$ cat config.mk
export PLATFORM = sky130hd
export DESIGN_NAME = osc_ctrl
export DESIGN_NICKNAME = d
export VERILOG_FILES = /design/src/rtl/osc_ctrl_pkg.sv /design/src/rtl/osc_ctrl.sv
export SDC_FILE = /design/constraint.sdc
export NUM_CORES = 1
export LEC_CHECK = 0
export BUFFER_PORTS_ARGS = -buffer_cell sky130_fd_sc_hd__buf_2
export CORE_ASPECT_RATIO = 0.75
export CORE_UTILIZATION = 35
export CTS_CLUSTER_SIZE = 12
export DETAILED_ROUTE_END_ITERATION = 7
export GPL_ROUTABILITY_DRIVEN = 0
export SYNTH_ARGS = -nofsm -noshare
export SYNTH_HDL_FRONTEND = slang
export SYNTH_SLANG_ARGS = --single-unit
$ cat constraint.sdc
create_clock -name clk -period 6.1 [get_ports clk]
set_clock_uncertainty 0.2 [all_clocks]
set_input_delay 0.61 -clock clk [delete_from_list [all_inputs] [get_ports clk]]
set_output_delay 0.61 -clock clk [all_outputs]
set_load 0.05 [all_outputs]
$ cat src/rtl/osc_ctrl_pkg.sv
// Constants for the oscillator select and clock divider register block
// Assumes a 16-bit register port with one-cycle read latency
// Functional notes
// - current source field is read-only, eight codes
// - requested source field writable in bits 10-8
// - requested source loads from configuration on the first clock after reset release
// - switch lock blocks source change when enabled
// - pin select lock gates pin select writes
// - PLL lock bit mirrors lock or timer
// - clock fail bit set on monitor failure
// - secondary enable bit drives secondary oscillator
// - switch request cleared when switch completes
// - control register writes need prior unlock
// - interrupt clears reduction enable when recovering
// - reduction field divides by two to the code
// - reduction ratio applies only when enabled
// - fast RC postscaler codes, 111 divides 256
// - PLL postscaler 2,4,reserved,8; reset is 4
// - PLL prescaler is field plus two
// - PLL multiplier is field plus two, reset 50
// - six-bit signed trim shifts fast RC
// - instruction clock is oscillator divided by two
// - redundant switch request is cleared and aborted
// - switch waits ten new-clock cycles then copies
// - switching disabled holds request bit at zero
package osc_ctrl_pkg;
  localparam logic [1:0] ADDR_OSC_CONTROL = 2'h0;
  localparam logic [1:0] ADDR_CLOCK_DIVISOR = 2'h1;
  localparam logic [1:0] ADDR_PLL_FEEDBACK = 2'h2;
  localparam logic [1:0] ADDR_FRC_TUNING = 2'h3;
  localparam int CUR_POS = 12;
  localparam int REQ_POS = 8;
  localparam int SWLOCK_POS = 7;
  localparam int PINLOCK_POS = 6;
  localparam int PLLLOCK_POS = 5;
  localparam int FAIL_POS = 3;
  localparam int SECEN_POS = 1;
  localparam int SWREQ_POS = 0;
  localparam int ROI_POS = 15;
  localparam int DOZE_POS = 12;
  localparam int REDUCTION_ENABLE_POS = 11;
  localparam int FRCDIV_POS = 8;
  localparam int POST_POS = 6;
  localparam int PRE_POS = 0;
  localparam logic [2:0] DOZE_RESET = 3'h3;
  localparam logic [2:0] FRCDIV_RESET = 3'h0;
  localparam logic [1:0] POST_RESET = 2'h1;
  localparam logic [4:0] PRE_RESET = 5'h00;
  localparam logic [8:0] FBD_RESET = 9'h030;
  localparam logic [5:0] TUN_RESET = 6'h00;
  localparam logic [3:0] SWITCH_WAIT = 4'hA;
  localparam logic [1:0] MONITOR_SW_ONLY = 2'h1;
  typedef enum logic [2:0] {
    SRC_FRC = 3'b000, SRC_FRC_PLL = 3'b001, SRC_PRI = 3'b010, SRC_PRI_PLL = 3'b011,
    SRC_SEC = 3'b100, SRC_LOW_POWER_RC_OSCILLATOR = 3'b101, SRC_FRC_16 = 3'b110, SRC_FRC_N = 3'b111
  } source_t;
endpackage

$ cat src/rtl/osc_ctrl.sv
// Oscillator select, divider and tuning registers
// Assumes switch completion and lock events come from the analog clock unit
//
// Decided for this implementation: the address-and-strobe port and the placing of the registers.
module osc_ctrl
  import osc_ctrl_pkg::*;
(
  // Clock and reset
  input wire logic clk,
  input wire logic reset,
  // Register port
  input wire logic [1:0] addr,
  input wire logic [15:0] wdata,
  input wire logic wr,
  input wire logic rd,
  output logic [15:0] rdata,
  input wire logic unlocked,
  // Configuration
  input wire logic [2:0] config_source,
  input wire logic [1:0] switch_monitor_config,
  input wire logic switch_enabled,
  // Clock unit status
  input wire logic pll_locked,
  input wire logic monitor_fail,
  input wire logic new_clock_tick,
  input wire logic interrupt,
  // Controls
  output logic [2:0] current_source,
  output logic [2:0] requested_source,
  output logic pin_select_lock,
  output logic secondary_osc_enable,
  output logic switch_busy,
  output logic reduction_active,
  output logic [2:0] processor_clock_reduction,
  output logic [2:0] fast_rc_postscaler,
  output logic [1:0] pll_postscaler,
  output logic [4:0] pll_prescaler,
  output logic [8:0] pll_feedback_multiplier,
  output logic [5:0] fast_rc_trim
);
  logic [2:0] cur_r, req_r, doze_r, frcdiv_r;
  logic swlock_r, pinlock_r, fail_r, secen_r, swreq_r, roi_r, reduction_enable_r, strap_r;
  logic [1:0] post_r;
  logic [4:0] pre_r;
  logic [8:0] fbd_r;
  logic [5:0] tun_r;
  logic [3:0] wait_r;
  logic [15:0] rdata_r;
  logic wr_osc, wr_div, locked_sw, pll_locked_ok;

  assign wr_osc = wr && addr == ADDR_OSC_CONTROL && unlocked;
  assign wr_div = wr && addr == ADDR_CLOCK_DIVISOR;
  assign locked_sw = swlock_r && switch_monitor_config == MONITOR_SW_ONLY;

  ////////////////////////////////////////////////////////////////////////////
  // Strap capture after reset release
  always_ff @(posedge clk or posedge reset) begin
    if (reset) begin
      strap_r <= 1'b1;
    end else begin
      strap_r <= 1'b0;
    end
  end

  always_ff @(posedge clk or posedge reset) begin
    if (reset) begin
      req_r <= 3'h0;
    end else if (strap_r) begin
      req_r <= config_source;
    end else if (wr_osc) begin
      req_r <= wdata[REQ_POS +: 3];
    end
  end

  always_ff @(posedge clk or posedge reset) begin
    if (reset) begin
      cur_r <= 3'h0;
    end else if (strap_r || !switch_enabled) begin
      cur_r <= config_source;
    end else if (swreq_r && wait_r == SWITCH_WAIT && new_clock_tick) begin
      cur_r <= req_r;
    end
  end

  ////////////////////////////////////////////////////////////////////////////
  // Switch request and wait counter
  always_ff @(posedge clk or posedge reset) begin
    if (reset) begin
      swreq_r <= 1'b0;
    end else if (!switch_enabled) begin
      swreq_r <= 1'b0;
    end else if (swreq_r) begin
      if (req_r == cur_r) begin
        swreq_r <= 1'b0;
      end else if (wait_r == SWITCH_WAIT && new_clock_tick) begin
        swreq_r <= 1'b0;
      end
    end else if (wr_osc && wdata[SWREQ_POS] && !locked_sw) begin
      swreq_r <= 1'b1;
    end
  end

  always_ff @(posedge clk or posedge reset) begin
    if (reset) begin
      wait_r <= 4'h0;
    end else if (!swreq_r || req_r == cur_r) begin
      wait_r <= 4'h0;
    end else if (new_clock_tick && pll_locked_ok && wait_r != SWITCH_WAIT) begin
      wait_r <= wait_r + 4'h1;
    end
  end

  assign pll_locked_ok = (req_r != SRC_FRC_PLL && req_r != SRC_PRI_PLL) || pll_locked;

  ////////////////////////////////////////////////////////////////////////////
  // Control bits of the oscillator register
  always_ff @(posedge clk or posedge reset) begin
    if (reset) begin
      swlock_r <= 1'b0;
      pinlock_r <= 1'b0;
      secen_r <= 1'b0;
    end else if (wr_osc) begin
      swlock_r <= wdata[SWLOCK_POS];
      pinlock_r <= wdata[PINLOCK_POS];
      secen_r <= wdata[SECEN_POS];
    end
  end

  always_ff @(posedge clk or posedge reset) begin
    if (reset) begin
      fail_r <= 1'b0;
    end else if (monitor_fail) begin
      fail_r <= 1'b1;
    end else if (swreq_r && req_r != cur_r && wait_r == 4'h0) begin
      fail_r <= 1'b0;
    end else if (wr_osc && !wdata[FAIL_POS]) begin
      fail_r <= 1'b0;
    end
  end

  ////////////////////////////////////////////////////////////////////////////
  // Divisor, feedback and tuning registers
  always_ff @(posedge clk or posedge reset) begin
    if (reset) begin
      roi_r <= 1'b0;
      doze_r <= DOZE_RESET;
      frcdiv_r <= FRCDIV_RESET;
      post_r <= POST_RESET;
      pre_r <= PRE_RESET;
    end else if (wr_div) begin
      roi_r <= wdata[ROI_POS];
      doze_r <= wdata[DOZE_POS +: 3];
      frcdiv_r <= wdata[FRCDIV_POS +: 3];
      post_r <= wdata[POST_POS +: 2];
      pre_r <= wdata[PRE_POS +: 5];
    end
  end

  always_ff @(posedge clk or posedge reset) begin
    if (reset) begin
      reduction_enable_r <= 1'b0;
    end else if (interrupt && roi_r) begin
      reduction_enable_r <= 1'b0;
    end else if (wr_div) begin
      reduction_enable_r <= wdata[REDUCTION_ENABLE_POS];
    end
  end

  always_ff @(posedge clk or posedge reset) begin
    if (reset) begin
      fbd_r <= FBD_RESET;
    end else if (wr && addr == ADDR_PLL_FEEDBACK) begin
      fbd_r <= wdata[8:0];
    end
  end

  always_ff @(posedge clk or posedge reset) begin
    if (reset) begin
      tun_r <= TUN_RESET;
    end else if (wr && addr == ADDR_FRC_TUNING) begin
      tun_r <= wdata[5:0];
    end
  end

  ////////////////////////////////////////////////////////////////////////////
  // Read port, unimplemented bits zero
  always_ff @(posedge clk or posedge reset) begin
    if (reset) begin
      rdata_r <= 16'h0000;
    end else if (rd) begin
      unique case (addr)
        ADDR_OSC_CONTROL: rdata_r <= {1'b0, cur_r, 1'b0, req_r, swlock_r, pinlock_r,
          pll_locked, 1'b0, fail_r, 1'b0, secen_r, swreq_r};
        ADDR_CLOCK_DIVISOR: rdata_r <= {roi_r, doze_r, reduction_enable_r, frcdiv_r, post_r, 1'b0,
          pre_r};
        ADDR_PLL_FEEDBACK: rdata_r <= {7'h00, fbd_r};
        ADDR_FRC_TUNING: rdata_r <= {10'h000, tun_r};
      endcase
    end else begin
      rdata_r <= 16'h0000;
    end
  end

  assign rdata = rdata_r;
  assign current_source = cur_r;
  assign requested_source = req_r;
  assign pin_select_lock = pinlock_r;
  assign secondary_osc_enable = secen_r;
  assign switch_busy = swreq_r;
  assign reduction_active = reduction_enable_r;
  assign processor_clock_reduction = doze_r;
  assign fast_rc_postscaler = frcdiv_r;
  assign pll_postscaler = post_r;
  assign pll_prescaler = pre_r;
  assign pll_feedback_multiplier = fbd_r;
  assign fast_rc_trim = tun_r;
endmodule // osc_ctrl

==> results.yml <==
run_status:
  outcome: "complete, no violations"
clocking:
  cts_setup_buffers: 0
  clkTransAtPathRegs_ns: 0.07
  clock_sinks: 62
  cts_tree: "yes"
  cts.path.max_buffers: 2
  cts_hold_buf: 0
  cts_resized: 0
  insertion_delay_ns: 0.34
  cts_made_buffers: 9
  cts_htree_levels: 3
  root_buffer: "clkbuf_8"
synth:
  synthCells: 212
  synth_edf_count: 0
  synth_nets: 248
  synthFlopType: "dfrtp_1"
  synth_async_sr_flop_share: 1.00
  synth_area_per_cell_sq_um: 13.1
  seq_area_frac_synth: 0.563
  netlist_area_sq_um: 2770
  ys_types: 43
  ys_ff_latch: 62
  synth-warning-count: 0
sta:
  slew_headroom: 0.471
  post-route-period-util: 0.327
  max_freq_mhz: 502
  hold_slack_ns: 0.254
  tightest_slew_ns: 0.793
  worst_slack_ns: 4.11
  grt_setup_unrepaired: "false"
  finalSetupViolCount: 0
  min_period_ns: 1.99
  hold_violations: 0
  tns_ns: 0
  slew_violations: 0
detailed_routing:
  wirelength_um: 6870
  ant_nets: 0
  wire_per_inst_um: 16.8
  vias_per_cell: 4.83
  dr.first_iter.drc_count: 82
  vias: 1977
  dr.pass1.iters: 4
  drc: 0
die:
  die-width_um: 105
  rows: 27
  core-area_sq_um: 7500
  ioPinCount: 87
  die_y_um: 79.1
  initial_core_util: 0.370
  dieArea_sq_um: 8280
layout:
  n_antenna_cell: 0
  final_cells: 409
  nets: 339
  final_common_cell: "buf_2"
  synthToLayoutAreaGrowth_pct: 27.1
  layout_common_cells: "86 x buf_2, 56 x dfrtp_1, 35 x mux2_2, 12 x mux2i_1, 12 x clkbuf_8"
  fin_area_sq_um: 3520
  drive_above_1_share: 0.500
setup_path:
  cp_slowest_cell: "dfrtp_1"
  start_kind: "flip-flop"
  crit_family: "flip-flops"
  cpPeakStageDelay_ns: 0.52
  critical_path_arrival_ns: 1.18
  worst_ep_required_time_ns: 5.29
  crit_path_max_fanout: 7
  crit_path_end_kind: "output pin"
  crit_type: "reg2out"
  path_buf_inv: 1
  crit_chain: "buf_2"
power_and_ir_drop:
  clkPwrFrac: 0.320
  p_per_area_nw_per_um2: 368
  leakage_nw: 1.68
  switching_power_uw: 458
  p_int_uw: 837
  p_comb_frac: 0.279
  sw_frac_of_total: 0.354
  power_frac_seq: 0.400
  max-vdd-ir-drop_mv: 0.117
grt:
  track_usage: 0.177
  antenna_found_initial: 0
  grt_pass1_wl_um: 10800
  grt_max_degree: 63
  grt_pass1_vias: 2027
  overflow: 0
place:
  place_area_sq_um: 3290
  placed_cells: 393
  place.port_buffers: 86
  dp_slack_ns: 3.83
  post-dp-hpwl_um: 4900
flow_run:
  maxCapViolCount: 0
min_path:
  min_path_type: "in2reg"
## per-layer routing
layer,share of wire,vias up,track usage
met3,0.071,6,0.0690
li1,-,950,-
met4,0.0096,0,0.0592
met5,0,-,0
met1,0.49,953,0.240
met2,0.43,68,0.258
## sequential cells by signal, summed over array words and instances, names as in the netlist
signal	count
secondary_osc_enable	1
roi_r	1
pll_prescaler	5
pin_select_lock	1
fast_rc_postscaler	3
fast_rc_trim	6
fail_r	1
current_source	3
strap_r	1
swlock_r	1
wait_r	4
pll_feedback_multiplier	9
reduction_active	1
switch_busy	1
requested_source	3
rdata	16
processor_clock_reduction	3
pll_postscaler	2
## through the flow
stage / total power [mW] / util
2_1_floorplan: 0.790 / -
6_report: 1.30 / 0.470
3_3_place_gp: 0.886 / 0.438
4_1_cts: 1.31 / 0.470
5_1_grt: 1.35 / 0.470
3_5_place_dp: 0.890 / 0.438
## power by group through the flow
stage	Clock [mW]	Sequential (mW)	Combinational, mW
after floorplan	0	0.698	0.0921
after global placement	0	0.524	0.361
after detailed placement	0	0.526	0.364
after CTS	0.425	0.519	0.365
after global routing	0.447	0.526	0.382
final	0.415	0.519	0.362
## cells in the mapped netlist (all sizes together) (2+ instances only)
cell type	count	share of area
o2bb2ai	2	0.0063
mux2i	12	0.043
nand4	4	0.0090
nand3	4	0.0072
buf	6	0.016
ha	3	0.014
nand3b	3	0.0095
o21ai	9	0.016
nand2	7	0.010
o31ai	3	0.0081
xor2	3	0.0095
mux2	35	0.14
nor2	9	0.012
nor3b	2	0.0054
dfrtp	56	0.51
mux4	3	0.024
dfstp	6	0.057
nor2b	6	0.014
a22oi	3	0.0081
a21oi	5	0.0090
inv	5	0.0068
nand2b	2	0.0045
and2	5	0.011
and3	2	0.0045
a31oi	3	0.0068
## final timing paths
path | to | from | slack (ns) | cells after the start
setup / recovery | requested_source[2] | requested_source[2]$_DFFE_PP0P_ | 4.11 | 1
hold / removal | reduction_active$_DFFE_PP0P_ | interrupt | 0.25 | 2
setup reg to reg | switch_busy$_DFF_PP0_ | requested_source[2]$_DFFE_PP0P_ | 4.19 | 3
hold reg to reg | reduction_active$_DFFE_PP0P_ | roi_r$_DFFE_PP0P_ | 0.27 | 1
max in group asynchronous | fast_rc_trim[1]$_DFFE_PP0P_ | reset | 4.88 | 3
min in group asynchronous | reduction_active$_DFFE_PP0P_ | reset | 0.30 | 3
## logic make-up after synthesis
group | share of synthesized area
XOR/XNOR | 0.00948
flip-flops | 0.563
adder cells (fa/ha/maj) | 0.0135
buffers and inverters | 0.0239
other | 0.00135
AND/OR/NAND/NOR | 0.116
AO/OA/AOI/OAI | 0.0637
multiplexers | 0.210
## area by class of cell
class,instances,area [sq um]
sequential,62,1560
clock buffer,13,169
multi-input combinational,138,1150
fill,741,3980
tap,101,126
clock inverter,3,65.1
timing repair buffer,87,438
inverter,5,18.8
No activity file was read; power rests on OpenSTA's default activity.
